**src/hw/rwpe_consts.svh**
```systemverilog
`ifndef RWPE_CONSTS_SVH
`define RWPE_CONSTS_SVH

// ----------------------------------------------------------------
// System clock
// ----------------------------------------------------------------
`define CLK_PERIOD_NS 25

// ----------------------------------------------------------------
// Timing figures and derived cycle counts
// ----------------------------------------------------------------
// Longest reinitialisation time, rounded down to whole cycles
`define T_REINIT_MAX_NS 1000000
`define REINIT_CYCLES (`T_REINIT_MAX_NS / `CLK_PERIOD_NS)
// Watchdog overflow interval, rounded down
`define T_WDT_NS 1000000000
`define WDT_CYCLES (`T_WDT_NS / `CLK_PERIOD_NS)
// Least pin hold time that requests serial programming, rounded up
`define T_ISP_HOLD_NS 4200000
`define ISP_HOLD_CYCLES ((`T_ISP_HOLD_NS + `CLK_PERIOD_NS - 1) / `CLK_PERIOD_NS)
// Least reset pulse from the host, rounded up
`define T_PIN_MIN_NS 20
`define PIN_MIN_CYCLES ((`T_PIN_MIN_NS + `CLK_PERIOD_NS - 1) / `CLK_PERIOD_NS)

// ----------------------------------------------------------------
// Synchroniser lane positions and reset values
// ----------------------------------------------------------------
`define SYNC_WIDTH 4
`define SYNC_POWER_GOOD 0
`define SYNC_SUPPLY_LOW 1
`define SYNC_PIN_N 2
`define SYNC_XTAL 3
`define SYNC_RESET_VAL 4'h4

`endif

```
**src/hw/rwpe_pkg.sv**
```systemverilog
package rwpe_pkg;

	// Reset cause; declaration order is also the priority order
	typedef enum logic [2:0] {
		CAUSE_POR,
		CAUSE_BOR,
		CAUSE_PIN,
		CAUSE_WDT,
		CAUSE_SOFT
	} reset_cause_t;

	// Reset sequencer states
	typedef enum logic [1:0] {
		SEQ_HOLD,
		SEQ_REINIT,
		SEQ_RUN
	} seq_state_t;

	// Programming unit modes
	typedef enum logic [1:0] {
		PROG_NORMAL,
		PROG_WAIT_UNLOCK,
		PROG_ISP,
		PROG_APM
	} prog_mode_t;

endpackage

```
**src/hw/pin_sync.sv**
```systemverilog
// ----------------------------------------------------------------
// Three-stage input synchroniser with agreement filter
// ----------------------------------------------------------------
module pin_sync #(
	parameter int WIDTH = 4,
	parameter logic [WIDTH-1:0] RESET_VAL = '0
) (
	// Clock and reset
	input wire logic clk_sys_i,
	input wire logic rstn_i,
	// Asynchronous levels in, filtered levels out
	input wire logic [WIDTH-1:0] async_i,
	output logic [WIDTH-1:0] level_o
);

	generate
		if (WIDTH < 1) begin : g_bad
			$error("pin_sync needs at least one lane");
		end
		for (genvar g = 0; g < WIDTH; g++) begin : g_lane
			logic s1; // Metastable stage, read only by s2
			logic s2;
			logic s3;
			// Shift chain; a change counts only once s2 and s3 agree
			always_ff @(posedge clk_sys_i or negedge rstn_i) begin
				if (!rstn_i) begin
					s1 <= RESET_VAL[g];
					s2 <= RESET_VAL[g];
					s3 <= RESET_VAL[g];
					level_o[g] <= RESET_VAL[g];
				end else begin
					s1 <= async_i[g];
					s2 <= s1;
					s3 <= s2;
					if (s2 == s3) begin
						level_o[g] <= s3;
					end
				end
			end
		end
	endgenerate

endmodule

```
**src/hw/wdt_counter.sv**
```systemverilog
// ----------------------------------------------------------------
// Watchdog interval counter
// ----------------------------------------------------------------
module wdt_counter #(
	parameter int CYCLES = 40000000
) (
	// Clock and reset
	input wire logic clk_sys_i,
	input wire logic rstn_i,
	// Control
	input wire logic run_i, // Count only while high; low clears
	input wire logic clear_i, // Software kick
	// Status
	output logic overflow_o // One-cycle pulse
);

	localparam int CNT_W = $clog2(CYCLES);

	generate
		if (CYCLES < 2) begin : g_bad
			$error("wdt_counter needs CYCLES of at least 2");
		end
	endgenerate

	logic [CNT_W-1:0] cnt; // Cycles since last clear

	// Counter; stopping also clears, so a restart begins from zero
	always_ff @(posedge clk_sys_i or negedge rstn_i) begin
		if (!rstn_i) begin
			cnt <= '0;
			overflow_o <= 1'b0;
		end else if (!run_i || clear_i) begin
			cnt <= '0;
			overflow_o <= 1'b0;
		end else if (cnt == CNT_W'(CYCLES - 1)) begin
			cnt <= '0;
			overflow_o <= 1'b1;
		end else begin
			cnt <= cnt + 1'b1;
			overflow_o <= 1'b0;
		end
	end

endmodule

```
**src/hw/reset_watchdog_prog_entry.sv**
```systemverilog
`include "rwpe_consts.svh"

module reset_watchdog_prog_entry
	import rwpe_pkg::*;
#(
	parameter int REINIT_CYCLES = `REINIT_CYCLES,
	parameter int WDT_CYCLES = `WDT_CYCLES,
	parameter int ISP_HOLD_CYCLES = `ISP_HOLD_CYCLES
) (
	// Clock and reset
	input wire logic clk_sys_i,
	input wire logic rstn_i,
	// Supply monitors, crystal and reset pin (asynchronous)
	input wire logic power_good_i,
	input wire logic supply_low_i,
	input wire logic reset_pin_n_i,
	input wire logic xtal_stable_i,
	// Software controls (system clock domain)
	input wire logic sw_reset_i,
	input wire logic wdt_clear_i,
	input wire logic wdt_mask_i,
	input wire logic power_down_i,
	input wire logic apm_request_i,
	// Programming unit and serial port
	input wire logic unlock_cmd_i,
	input wire logic uart_tx_data_i,
	// Reset and GPIO state
	output logic cpu_reset_n_o,
	output reset_cause_t reset_cause_o,
	output logic gpio_hiz_pullup_o,
	// Programming state
	output prog_mode_t prog_mode_o,
	output logic flash_wr_uart_en_o,
	output logic flash_wr_usb_en_o,
	// Serial transmit pin
	output logic txd_o,
	output logic txd_oe_o
);

	// ----------------------------------------------------------------
	// Parameter checks
	// ----------------------------------------------------------------
	localparam int REINIT_W = $clog2(REINIT_CYCLES);
	localparam int HOLD_W = $clog2(ISP_HOLD_CYCLES + 1);

	generate
		if (REINIT_CYCLES < 2) begin : g_bad_reinit
			$error("REINIT_CYCLES must be at least 2");
		end
		if (ISP_HOLD_CYCLES <= `PIN_MIN_CYCLES) begin : g_bad_hold
			$error("ISP_HOLD_CYCLES must exceed the least pin pulse");
		end
	endgenerate

	// ----------------------------------------------------------------
	// Declarations
	// ----------------------------------------------------------------
	logic [`SYNC_WIDTH-1:0] sync_raw; // Unsynchronised inputs
	logic [`SYNC_WIDTH-1:0] sync_lvl; // Filtered inputs
	logic power_good; // Supply sufficient
	logic supply_low; // Below operating level
	logic pin_n; // Reset pin level
	logic xtal_ok; // Crystal oscillating stably
	logic por_req; // Power-on reset request
	logic bor_req; // Brown-out reset request
	logic pin_req; // External pin reset request
	logic wdt_ovf; // Watchdog overflow pulse
	logic wdt_req; // Unmasked watchdog request
	logic soft_req; // Software reset request
	logic level_req; // Any request that holds reset
	logic any_req; // Any request at all
	logic wdt_run; // Watchdog counting enable
	reset_cause_t top_cause; // Highest-priority cause now
	seq_state_t seq; // Sequencer state
	prog_mode_t prog; // Programming unit mode
	logic [REINIT_W-1:0] reinit_cnt; // Cycles spent reinitialising
	logic [HOLD_W-1:0] hold_cnt; // Cycles the pin has been low
	logic long_hold; // Pin held long enough
	logic apm_pending; // Auto programming requested

	// ----------------------------------------------------------------
	// Input synchronisation
	// ----------------------------------------------------------------
	// Short host pulses near the least width may be lost in the
	// filter; a pulse of three cycles is always seen
	always_comb begin
		sync_raw = '0;
		sync_raw[`SYNC_POWER_GOOD] = power_good_i;
		sync_raw[`SYNC_SUPPLY_LOW] = supply_low_i;
		sync_raw[`SYNC_PIN_N] = reset_pin_n_i;
		sync_raw[`SYNC_XTAL] = xtal_stable_i;
	end

	pin_sync #(
		.WIDTH(`SYNC_WIDTH),
		.RESET_VAL(`SYNC_RESET_VAL)
	) u_sync (
		.clk_sys_i(clk_sys_i),
		.rstn_i(rstn_i),
		.async_i(sync_raw),
		.level_o(sync_lvl)
	);

	assign power_good = sync_lvl[`SYNC_POWER_GOOD];
	assign supply_low = sync_lvl[`SYNC_SUPPLY_LOW];
	assign pin_n = sync_lvl[`SYNC_PIN_N];
	assign xtal_ok = sync_lvl[`SYNC_XTAL];

	// ----------------------------------------------------------------
	// Reset requests
	// ----------------------------------------------------------------
	// The level sources cannot be masked; only the watchdog can
	assign por_req = !power_good;
	assign bor_req = power_good && supply_low;
	assign pin_req = !pin_n;
	assign wdt_req = wdt_ovf && !wdt_mask_i && (seq == SEQ_RUN);
	assign soft_req = sw_reset_i && (seq == SEQ_RUN);
	assign level_req = por_req || bor_req || pin_req;
	assign any_req = level_req || wdt_req || soft_req;

	// Fixed priority among simultaneous causes
	always_comb begin
		if (por_req) begin
			top_cause = CAUSE_POR;
		end else if (bor_req) begin
			top_cause = CAUSE_BOR;
		end else if (pin_req) begin
			top_cause = CAUSE_PIN;
		end else if (wdt_req) begin
			top_cause = CAUSE_WDT;
		end else begin
			top_cause = CAUSE_SOFT;
		end
	end

	// ----------------------------------------------------------------
	// Reset sequencer
	// ----------------------------------------------------------------
	// Held while any level source stands, then reinitialises until
	// the crystal is stable, never beyond the longest allowed time
	always_ff @(posedge clk_sys_i or negedge rstn_i) begin
		if (!rstn_i) begin
			seq <= SEQ_HOLD;
		end else if (level_req) begin
			seq <= SEQ_HOLD;
		end else begin
			unique case (seq)
				SEQ_HOLD: begin
					seq <= SEQ_REINIT;
				end
				SEQ_REINIT: begin
					// Timeout caps reinit at REINIT_CYCLES cycles, the longest allowed time
					if (xtal_ok || reinit_cnt == REINIT_W'(REINIT_CYCLES - 1)) begin
						seq <= SEQ_RUN;
					end
				end
				SEQ_RUN: begin
					// Pulse sources pass through hold for one cycle
					if (any_req) begin
						seq <= SEQ_HOLD;
					end
				end
			endcase
		end
	end

	// Reinitialisation timer, cleared outside its state
	always_ff @(posedge clk_sys_i or negedge rstn_i) begin
		if (!rstn_i) begin
			reinit_cnt <= '0;
		end else if (seq != SEQ_REINIT) begin
			reinit_cnt <= '0;
		end else begin
			reinit_cnt <= reinit_cnt + 1'b1;
		end
	end

	// ----------------------------------------------------------------
	// Cause latch
	// ----------------------------------------------------------------
	// A new reset from run overwrites; during a reset only a higher
	// priority cause may replace the one already held
	always_ff @(posedge clk_sys_i or negedge rstn_i) begin
		if (!rstn_i) begin
			reset_cause_o <= CAUSE_POR;
		end else if (any_req && (seq == SEQ_RUN || top_cause < reset_cause_o)) begin
			reset_cause_o <= top_cause;
		end
	end

	// ----------------------------------------------------------------
	// Watchdog
	// ----------------------------------------------------------------
	// Runs only while code executes and not powered down; stopping
	// clears the count so a wake starts a full interval
	assign wdt_run = (seq == SEQ_RUN) && (prog == PROG_NORMAL) && !power_down_i;

	wdt_counter #(
		.CYCLES(WDT_CYCLES)
	) u_wdt (
		.clk_sys_i(clk_sys_i),
		.rstn_i(rstn_i),
		.run_i(wdt_run),
		.clear_i(wdt_clear_i),
		.overflow_o(wdt_ovf)
	);

	// ----------------------------------------------------------------
	// Programming entry
	// ----------------------------------------------------------------
	// Pin low time, saturating at the threshold
	always_ff @(posedge clk_sys_i or negedge rstn_i) begin
		if (!rstn_i) begin
			hold_cnt <= '0;
		end else if (!pin_req) begin
			hold_cnt <= '0;
		end else if (!long_hold) begin
			hold_cnt <= hold_cnt + 1'b1;
		end
	end

	assign long_hold = (hold_cnt == HOLD_W'(ISP_HOLD_CYCLES));

	// Auto programming request; set only in run, taken at reset exit,
	// so the two never meet in one cycle
	always_ff @(posedge clk_sys_i or negedge rstn_i) begin
		if (!rstn_i) begin
			apm_pending <= 1'b0;
		end else if (apm_request_i && seq == SEQ_RUN && prog == PROG_NORMAL) begin
			apm_pending <= 1'b1;
		end else if (seq == SEQ_HOLD && !level_req) begin
			apm_pending <= 1'b0;
		end
	end

	// Programming mode; the default after reset is normal execution
	// with serial programming reachable by a long pin hold
	always_ff @(posedge clk_sys_i or negedge rstn_i) begin
		if (!rstn_i) begin
			prog <= PROG_NORMAL;
		end else if ((seq == SEQ_RUN && any_req) || por_req || bor_req) begin
			// Every fresh reset leaves any programming mode
			prog <= PROG_NORMAL;
		end else if (pin_req && long_hold) begin
			prog <= PROG_WAIT_UNLOCK;
		end else if (seq == SEQ_HOLD && !level_req && apm_pending) begin
			prog <= PROG_APM;
		end else if (prog == PROG_WAIT_UNLOCK && !pin_req && unlock_cmd_i) begin
			// Serial port stays quiet until the host unlocks
			prog <= PROG_ISP;
		end
	end

	// ----------------------------------------------------------------
	// Registered outputs
	// ----------------------------------------------------------------
	// Processor runs only after reinit and outside programming
	always_ff @(posedge clk_sys_i or negedge rstn_i) begin
		if (!rstn_i) begin
			cpu_reset_n_o <= 1'b0;
		end else begin
			cpu_reset_n_o <= (seq == SEQ_RUN) && (prog == PROG_NORMAL);
		end
	end

	// GPIO float with pull-up during resets of the hard causes;
	// software resets leave the pins alone
	always_ff @(posedge clk_sys_i or negedge rstn_i) begin
		if (!rstn_i) begin
			gpio_hiz_pullup_o <= 1'b1;
		end else begin
			gpio_hiz_pullup_o <= (seq != SEQ_RUN) && (reset_cause_o != CAUSE_SOFT);
		end
	end

	// Programming mode and flash write paths
	always_ff @(posedge clk_sys_i or negedge rstn_i) begin
		if (!rstn_i) begin
			prog_mode_o <= PROG_NORMAL;
			flash_wr_uart_en_o <= 1'b0;
			flash_wr_usb_en_o <= 1'b0;
		end else begin
			prog_mode_o <= prog;
			flash_wr_uart_en_o <= (prog == PROG_ISP) || (prog == PROG_APM);
			flash_wr_usb_en_o <= (prog == PROG_APM);
		end
	end

	// Transmit pin: driven in normal run or serial programming only;
	// costs one cycle of delay on the data
	always_ff @(posedge clk_sys_i or negedge rstn_i) begin
		if (!rstn_i) begin
			txd_o <= 1'b1;
			txd_oe_o <= 1'b0;
		end else begin
			txd_o <= uart_tx_data_i;
			txd_oe_o <= ((seq == SEQ_RUN) && (prog == PROG_NORMAL)) || (prog == PROG_ISP);
		end
	end

endmodule

```
**config.mk**
```make
export PLATFORM = sky130hd
export DESIGN_NAME = reset_watchdog_prog_entry
export DESIGN_NICKNAME = d
export VERILOG_FILES = /design/src/hw/rwpe_pkg.sv /design/src/hw/pin_sync.sv /design/src/hw/wdt_counter.sv /design/src/hw/reset_watchdog_prog_entry.sv
export VERILOG_INCLUDE_DIRS = /design/src /design/src/hw
export SDC_FILE = /design/constraint.sdc
export NUM_CORES = 1
export LEC_CHECK = 0
export BUFFER_PORTS_ARGS = -buffer_cell sky130_fd_sc_hd__buf_2
export CAP_MARGIN = 15
export CELL_PAD_IN_SITES_DETAIL_PLACEMENT = 0
export CELL_PAD_IN_SITES_GLOBAL_PLACEMENT = 1
export CORE_MARGIN = 5
export CORE_UTILIZATION = 30
export DETAILED_ROUTE_END_ITERATION = 10
export PLACE_DENSITY_LB_ADDON = 0.1
export SLEW_MARGIN = 20
export SYNTH_ARGS = -nofsm -noshare
export SYNTH_HDL_FRONTEND = slang
export SYNTH_SLANG_ARGS = --single-unit
```
**constraint.sdc**
```tcl
create_clock -name clk_sys_i -period 2.7 [get_ports clk_sys_i]
set_input_delay 0.27 -clock clk_sys_i [delete_from_list [all_inputs] [get_ports clk_sys_i]]
set_output_delay 0.27 -clock clk_sys_i [all_outputs]
set_load 0.02 [all_outputs]
```
# Word-level counts from Yosys, hierarchy flattened
# Index checks and enable logic that the tools add are counted.
[totals] regBits=93 input_bits=13 output_inout_bits=11 wordCells=112
[op_classes] addsub=3 order_cmp=1 n_eq_ne=18 mux=21 reduce_logical=38
[op_table] operator="$mux W26" count=2
[op_table] operator="$mux W18" count=2
[op_table] operator="$add A26 B1 Y26 const B" count=1
[op_table] operator="$eq A26 B26 Y1 const B" count=1
[op_table] operator="$add A18 B1 Y18 const B" count=1
[op_table] operator="$eq A18 B18 Y1 const B" count=1
[op_table] operator="$add A16 B1 Y16 const B" count=1
[op_table] operator="$eq A16 B16 Y1 const B" count=1
[op_table] operator="$logic_and A1 B1 Y1" count=16
[op_table] operator="$mux W16" count=1
[op_table] operator="$mux W2" count=7
[op_table] operator="$mux W3" count=4
[op_table] operator="$logic_or A1 B1 Y1" count=11
[op_table] operator="$ne A3 B3 Y1 const B" count=3
[op_table] operator="$eq A2 B2 Y1 const B" count=3
[op_table] operator="$logic_not A1 Y1" count=6
[op_table] operator="$pmux W2 S3" count=1
[op_table] operator="$eq A1 B1 Y1" count=4
[op_table] operator="$eq A2 B1 Y1 const B" count=2
[op_table] operator="$logic_not A2 Y1" count=2
[op_table] operator="$mux W1" count=4
[op_table] operator="$ne A2 B1 Y1 const B" count=2
[op_table] operator="$reduce_bool A4 Y1" count=1
[op_table] operator="$lt A3 B3 Y1" count=1
[op_table] operator="other kinds (3)" count=3

# Logic depth before layout (Yosys ltp)
[depth] word_depth=10 ltp_mapped=10 mapped_depth_nobuf=10

# Modules after synthesis
# Synthesis repeated with hierarchy kept, for this count alone.
[hier_totals] hier_cells=430 area_unflattened_um2=4503.1
[by_module_without_submodules] mod="reset_watchdog_prog_entry" n_inst=1 cells_per_inst=265 area_per_inst_um2=2607.5 seq_area_each_um2=1253.7
[by_module_without_submodules] mod="wdt_counter" n_inst=1 cells_per_inst=145 area_per_inst_um2=1445.1 seq_area_each_um2=675.6
[by_module_without_submodules] mod="pin_sync" n_inst=1 cells_per_inst=20 area_per_inst_um2=450.4 seq_area_each_um2=405.4

# Least setup slack after synthesis
# No wires, ideal clock.
[synth_path] kind="reg2reg" startpoint="reg seq[0]" endpoint="reg reset_cause_o[0]" setup_ns=0.143 t_arrival_ns=2.013 t_required_ns=2.557 path_slack_ns=0.545 stages_incl_launch_ff=11 n_path_buf=0 period_less_slack_ns=2.155 cell_sequence="dfrtp_1 > inv_1 > ha_1 > and3b_1 > o21ai_0 > inv_1 > ha_1 > nand2_1 > a221oi_1 > a2111oi_0 > o22ai_1"
[synth_via] elab_chain_cells=9 word_cells_on_any_way=12 cone_classes="1 x order compare; 1 x eq/ne; 4 x mux; 6 x reduce/logical"
[synth_lines] element="start, declared" line_no="reset_watchdog_prog_entry.sv:74" rtl="seq_state_t seq;"
[synth_lines] element="start signal, assigned" line_no="reset_watchdog_prog_entry.sv:143" rtl="seq <= SEQ_HOLD;"
[synth_lines] element="start signal, assigned" line_no="reset_watchdog_prog_entry.sv:145" rtl="seq <= SEQ_HOLD;"
[synth_lines] element="start signal, assigned" line_no="reset_watchdog_prog_entry.sv:149" rtl="seq <= SEQ_REINIT;"
[synth_lines] element="$eq A2 B2 Y1" line_no="reset_watchdog_prog_entry.sv:116" rtl="assign wdt_req = wdt_ovf && !wdt_mask_i && (seq == SEQ_RUN);"
[synth_lines] element="$logic_and A1 B1 Y1" line_no="reset_watchdog_prog_entry.sv:116"
[synth_lines] element="$mux W3" line_no="reset_watchdog_prog_entry.sv:129" rtl="end else if (wdt_req) begin"
[synth_lines] element="$mux W3" line_no="reset_watchdog_prog_entry.sv:127" rtl="end else if (pin_req) begin"
[synth_lines] element="$mux W3" line_no="reset_watchdog_prog_entry.sv:125" rtl="end else if (bor_req) begin"
[synth_lines] element="$mux W3" line_no="reset_watchdog_prog_entry.sv:123" rtl="if (por_req) begin"
[synth_lines] element="net top_cause[1]" line_no="reset_watchdog_prog_entry.sv:73" rtl="reset_cause_t top_cause;"
[synth_lines] element="$lt A3 B3 Y1" line_no="reset_watchdog_prog_entry.sv:186" rtl="end else if (any_req && (seq == SEQ_RUN || top_cause < reset_cause_o)) begin"
[synth_lines] element="$logic_or A1 B1 Y1" line_no="reset_watchdog_prog_entry.sv:186"
[synth_lines] element="$logic_and A1 B1 Y1" line_no="reset_watchdog_prog_entry.sv:186"
[synth_lines] element="end signal, assigned" line_no="reset_watchdog_prog_entry.sv:187" rtl="reset_cause_o <= top_cause;"
[synth_lines] element="end, declared" line_no="reset_watchdog_prog_entry.sv:29" rtl="output reset_cause_t reset_cause_o,"
# The timed path passes the listed nets, and every way through them passes these cells.
# A chain may end at the register's enable or synchronous reset.

# Final worst setup path
# Same ends and word-level chain as after synthesis.

==> reports/metrics.cfg <==
[run_status]
status = finished, final reports clean

[sta]
fin_setup_tns_ps = 0
finalClockSkew_ps = 8.27
fmax_ghz = 0.419
finalCritPeriodShare = 0.884
period_minus_slack_ps = 2390
fin_ws_ps = 314
whs_ps = 23.9
timing.slew.headroom = 0.639
finalHoldViolCount = 0
finalSetupViolCount = 0
worst_pin_slew_ps = 528
drv_slew = 0
grt_setup_unrepaired = false

[placement]
dp_hpwl_um = 6420
post-place-ws_ps = 326
gp_congestion = 0.720
port_buffers = 23

[floorplan]
row_count = 44
die-width_um = 132
ioPinCount = 24
fp.dieH_um = 132
die_area_um2 = 17400
start_util = 0.306
core_um2 = 14500

[logic_synthesis]
synth_largest_area_cell = dfrtp_1
yosys-top-cells-area = dfrtp_1, xnor2_1, dfstp_2
yosysSeqAreaShare = 0.524
syn_avg_cell_area_um2 = 10.4
synth_top_area_share = 0.489
syn_area_um2 = 4450
synth_fp_nets = 450
yosysWarnings = 0
async_reset_ff_frac = 1.00
synthFlopType = dfrtp_1
yosys.cell_types.count = 55
ys_seq_elements = 93
synth_edf_count = 0
synthCells = 427

[layout]
nets = 478
antenna_cells = 0
final_cell_mix = dfrtp_1, nor2_1, nand2_1, nand3_1, buf_2
final_common_cell = dfrtp_1
drive_gt1_frac = 0.133
syn2layout_area_growth_pct = 14.3

[power]
leakage_nw = 2.12
ir_worst_vdd_mv = 0.259
power.total_w = 0.00295
p_per_area_nw_per_um2 = 579

[clock_network]
cts_resized = 0
ctsLongestPathBuffers = 2
cts_root_buf = clkbuf_16
cts_buffers = 9
cts_setup_buffers = 0
cts.sinks = 93
path_clk_slew_ps = 70
clk_latency_ps = 350
holdBufCountCts = 1
htree_levels = 3
cts_tree = done

[drt]
vias_per_cell = 4.92
firstDrtPassIters = 4
drt_wl_total_um = 9520
final_antenna_net_count = 0
drc = 0
wl_per_cell_um = 14.8
vias = 3171
drt-initial-drc-count = 199

[global_route]
overflow = 0
grt_pass1_wl_um = 16300
track_usage = 0.115
grt_max_degree = 54
grt_pass1_vias = 3155
grt_antenna_before_repair = 0

[worst_setup_path]
arrival_ps = 2600
cp-end-kind = register
crit_path_start_kind = register
crit_required_ps = 2910
cp_max_fo = 5
path_class = reg -> reg
r2r_slack_ps = 310

[flow_run]
drv_cap = 0

[min_path]
hold_class = in -> reg

area by class of cell:
| cell class | count | area [um^2] |
|---|---|---|
| Fill cell | 1518 | 9440 |
| Timing Repair Buffer | 31 | 195 |
| Sequential cell | 93 | 2330 |
| Inverter | 14 | 52.6 |
| Clock inverter | 7 | 58.8 |
| Clock buffer | 9 | 225 |
| Multi-Input combinational cell | 306 | 1990 |
| Tap cell | 184 | 230 |
worst max-delay path: stages, from the launching register on:
cell       delay, ps
dfrtp_1          390
inv_1             80
ha_1             210
and3b_1          230
o21ai_0          250
inv_1             80
ha_1             290
nand2_1           80
a221oi_1          60
a2111oi_0        430
o22ai_1          170
where the power goes:
group	switching, W	internal, W
combinational	0.000148	0.0000942
clock	0.000585	0.000636
sequential	0.0000459	0.00144
metrics by stage:
step	cells	util	cell area (um^2)
after detailed placement	626	0.329	4790
after CTS	643	0.350	5080
after global placement	626	0.329	4790
after global routing	644	0.350	5090
after floorplan	427	-	4450
final	644	0.350	5090
layer usage:
layer	wire length (um)	up-vias	GRT usage
met5	0	-	0
met4	123	0	0.0343
li1	-	1570	-
met2	4110	42	0.169
met1	4890	1548	0.159
met3	400	11	0.0397
flip-flops by register name, indices dropped and copies added (netlist names), 2 cells and up:
register and flops:
u_wdt.cnt 26, u_sync.g_lane.s1 4, u_sync.level_o 4, prog_mode_o 2
hold_cnt 18, seq 2, u_sync.g_lane.s2 4, reset_cause_o 3
reinit_cnt 16, prog 2, u_sync.g_lane.s3 4
final timing paths:
check                                              start                             to  depth (start not counted)
max                                   seq[0]$_DFFE_PN0P_   reset_cause_o[0]$_DFFE_PN0P_                         10
min                                       uart_tx_data_i                txd_o$_DFF_PN1_                          1
max reg2reg                           seq[0]$_DFFE_PN0P_   reset_cause_o[0]$_DFFE_PN0P_                         10
min reg2reg                u_sync.g_lane[1].s1$_DFF_PN0_  u_sync.g_lane[1].s2$_DFF_PN0_                          0
max in group asynchronous                         rstn_i  u_sync.level_o[2]$_DFFE_PN1N_                          3
min in group asynchronous                         rstn_i   reset_cause_o[1]$_DFFE_PN0P_                          2
cell families (layout without fill, tap and decap cells):
logic type | after synthesis | in the layout | share of synthesized area
buffers and inverters | 28 | 61 | 0.0281
adders and majority gates | 14 | 14 | 0.0371
muxes | 4 | 4 | 0.00983
xor gates and xnor gates | 36 | 36 | 0.0708
and+or+nand+nor | 195 | 195 | 0.251
DFF | 93 | 93 | 0.524
AOI/OAI and AO/OA | 57 | 57 | 0.0795
synth_stat cells, types with 4 or more instances:
cell type	number
o31ai_1	6
nor3_1	8
and3_1	7
and2_1	18
clkbuf_1	6
inv_1	14
o21ai_0	14
dfrtp_1	87
xnor2_1	20
and4_1	8
nand4_1	16
a21oi_1	20
nand2_1	29
maj3_1	4
nor2_1	40
xor2_1	16
dfstp_2	6
nand3_1	24
buf_2	4
ha_1	10
nor4b_1	4
nor2b_1	6
nor4_1	4
or3_1	11
Power figures use the tool's default switching activity.
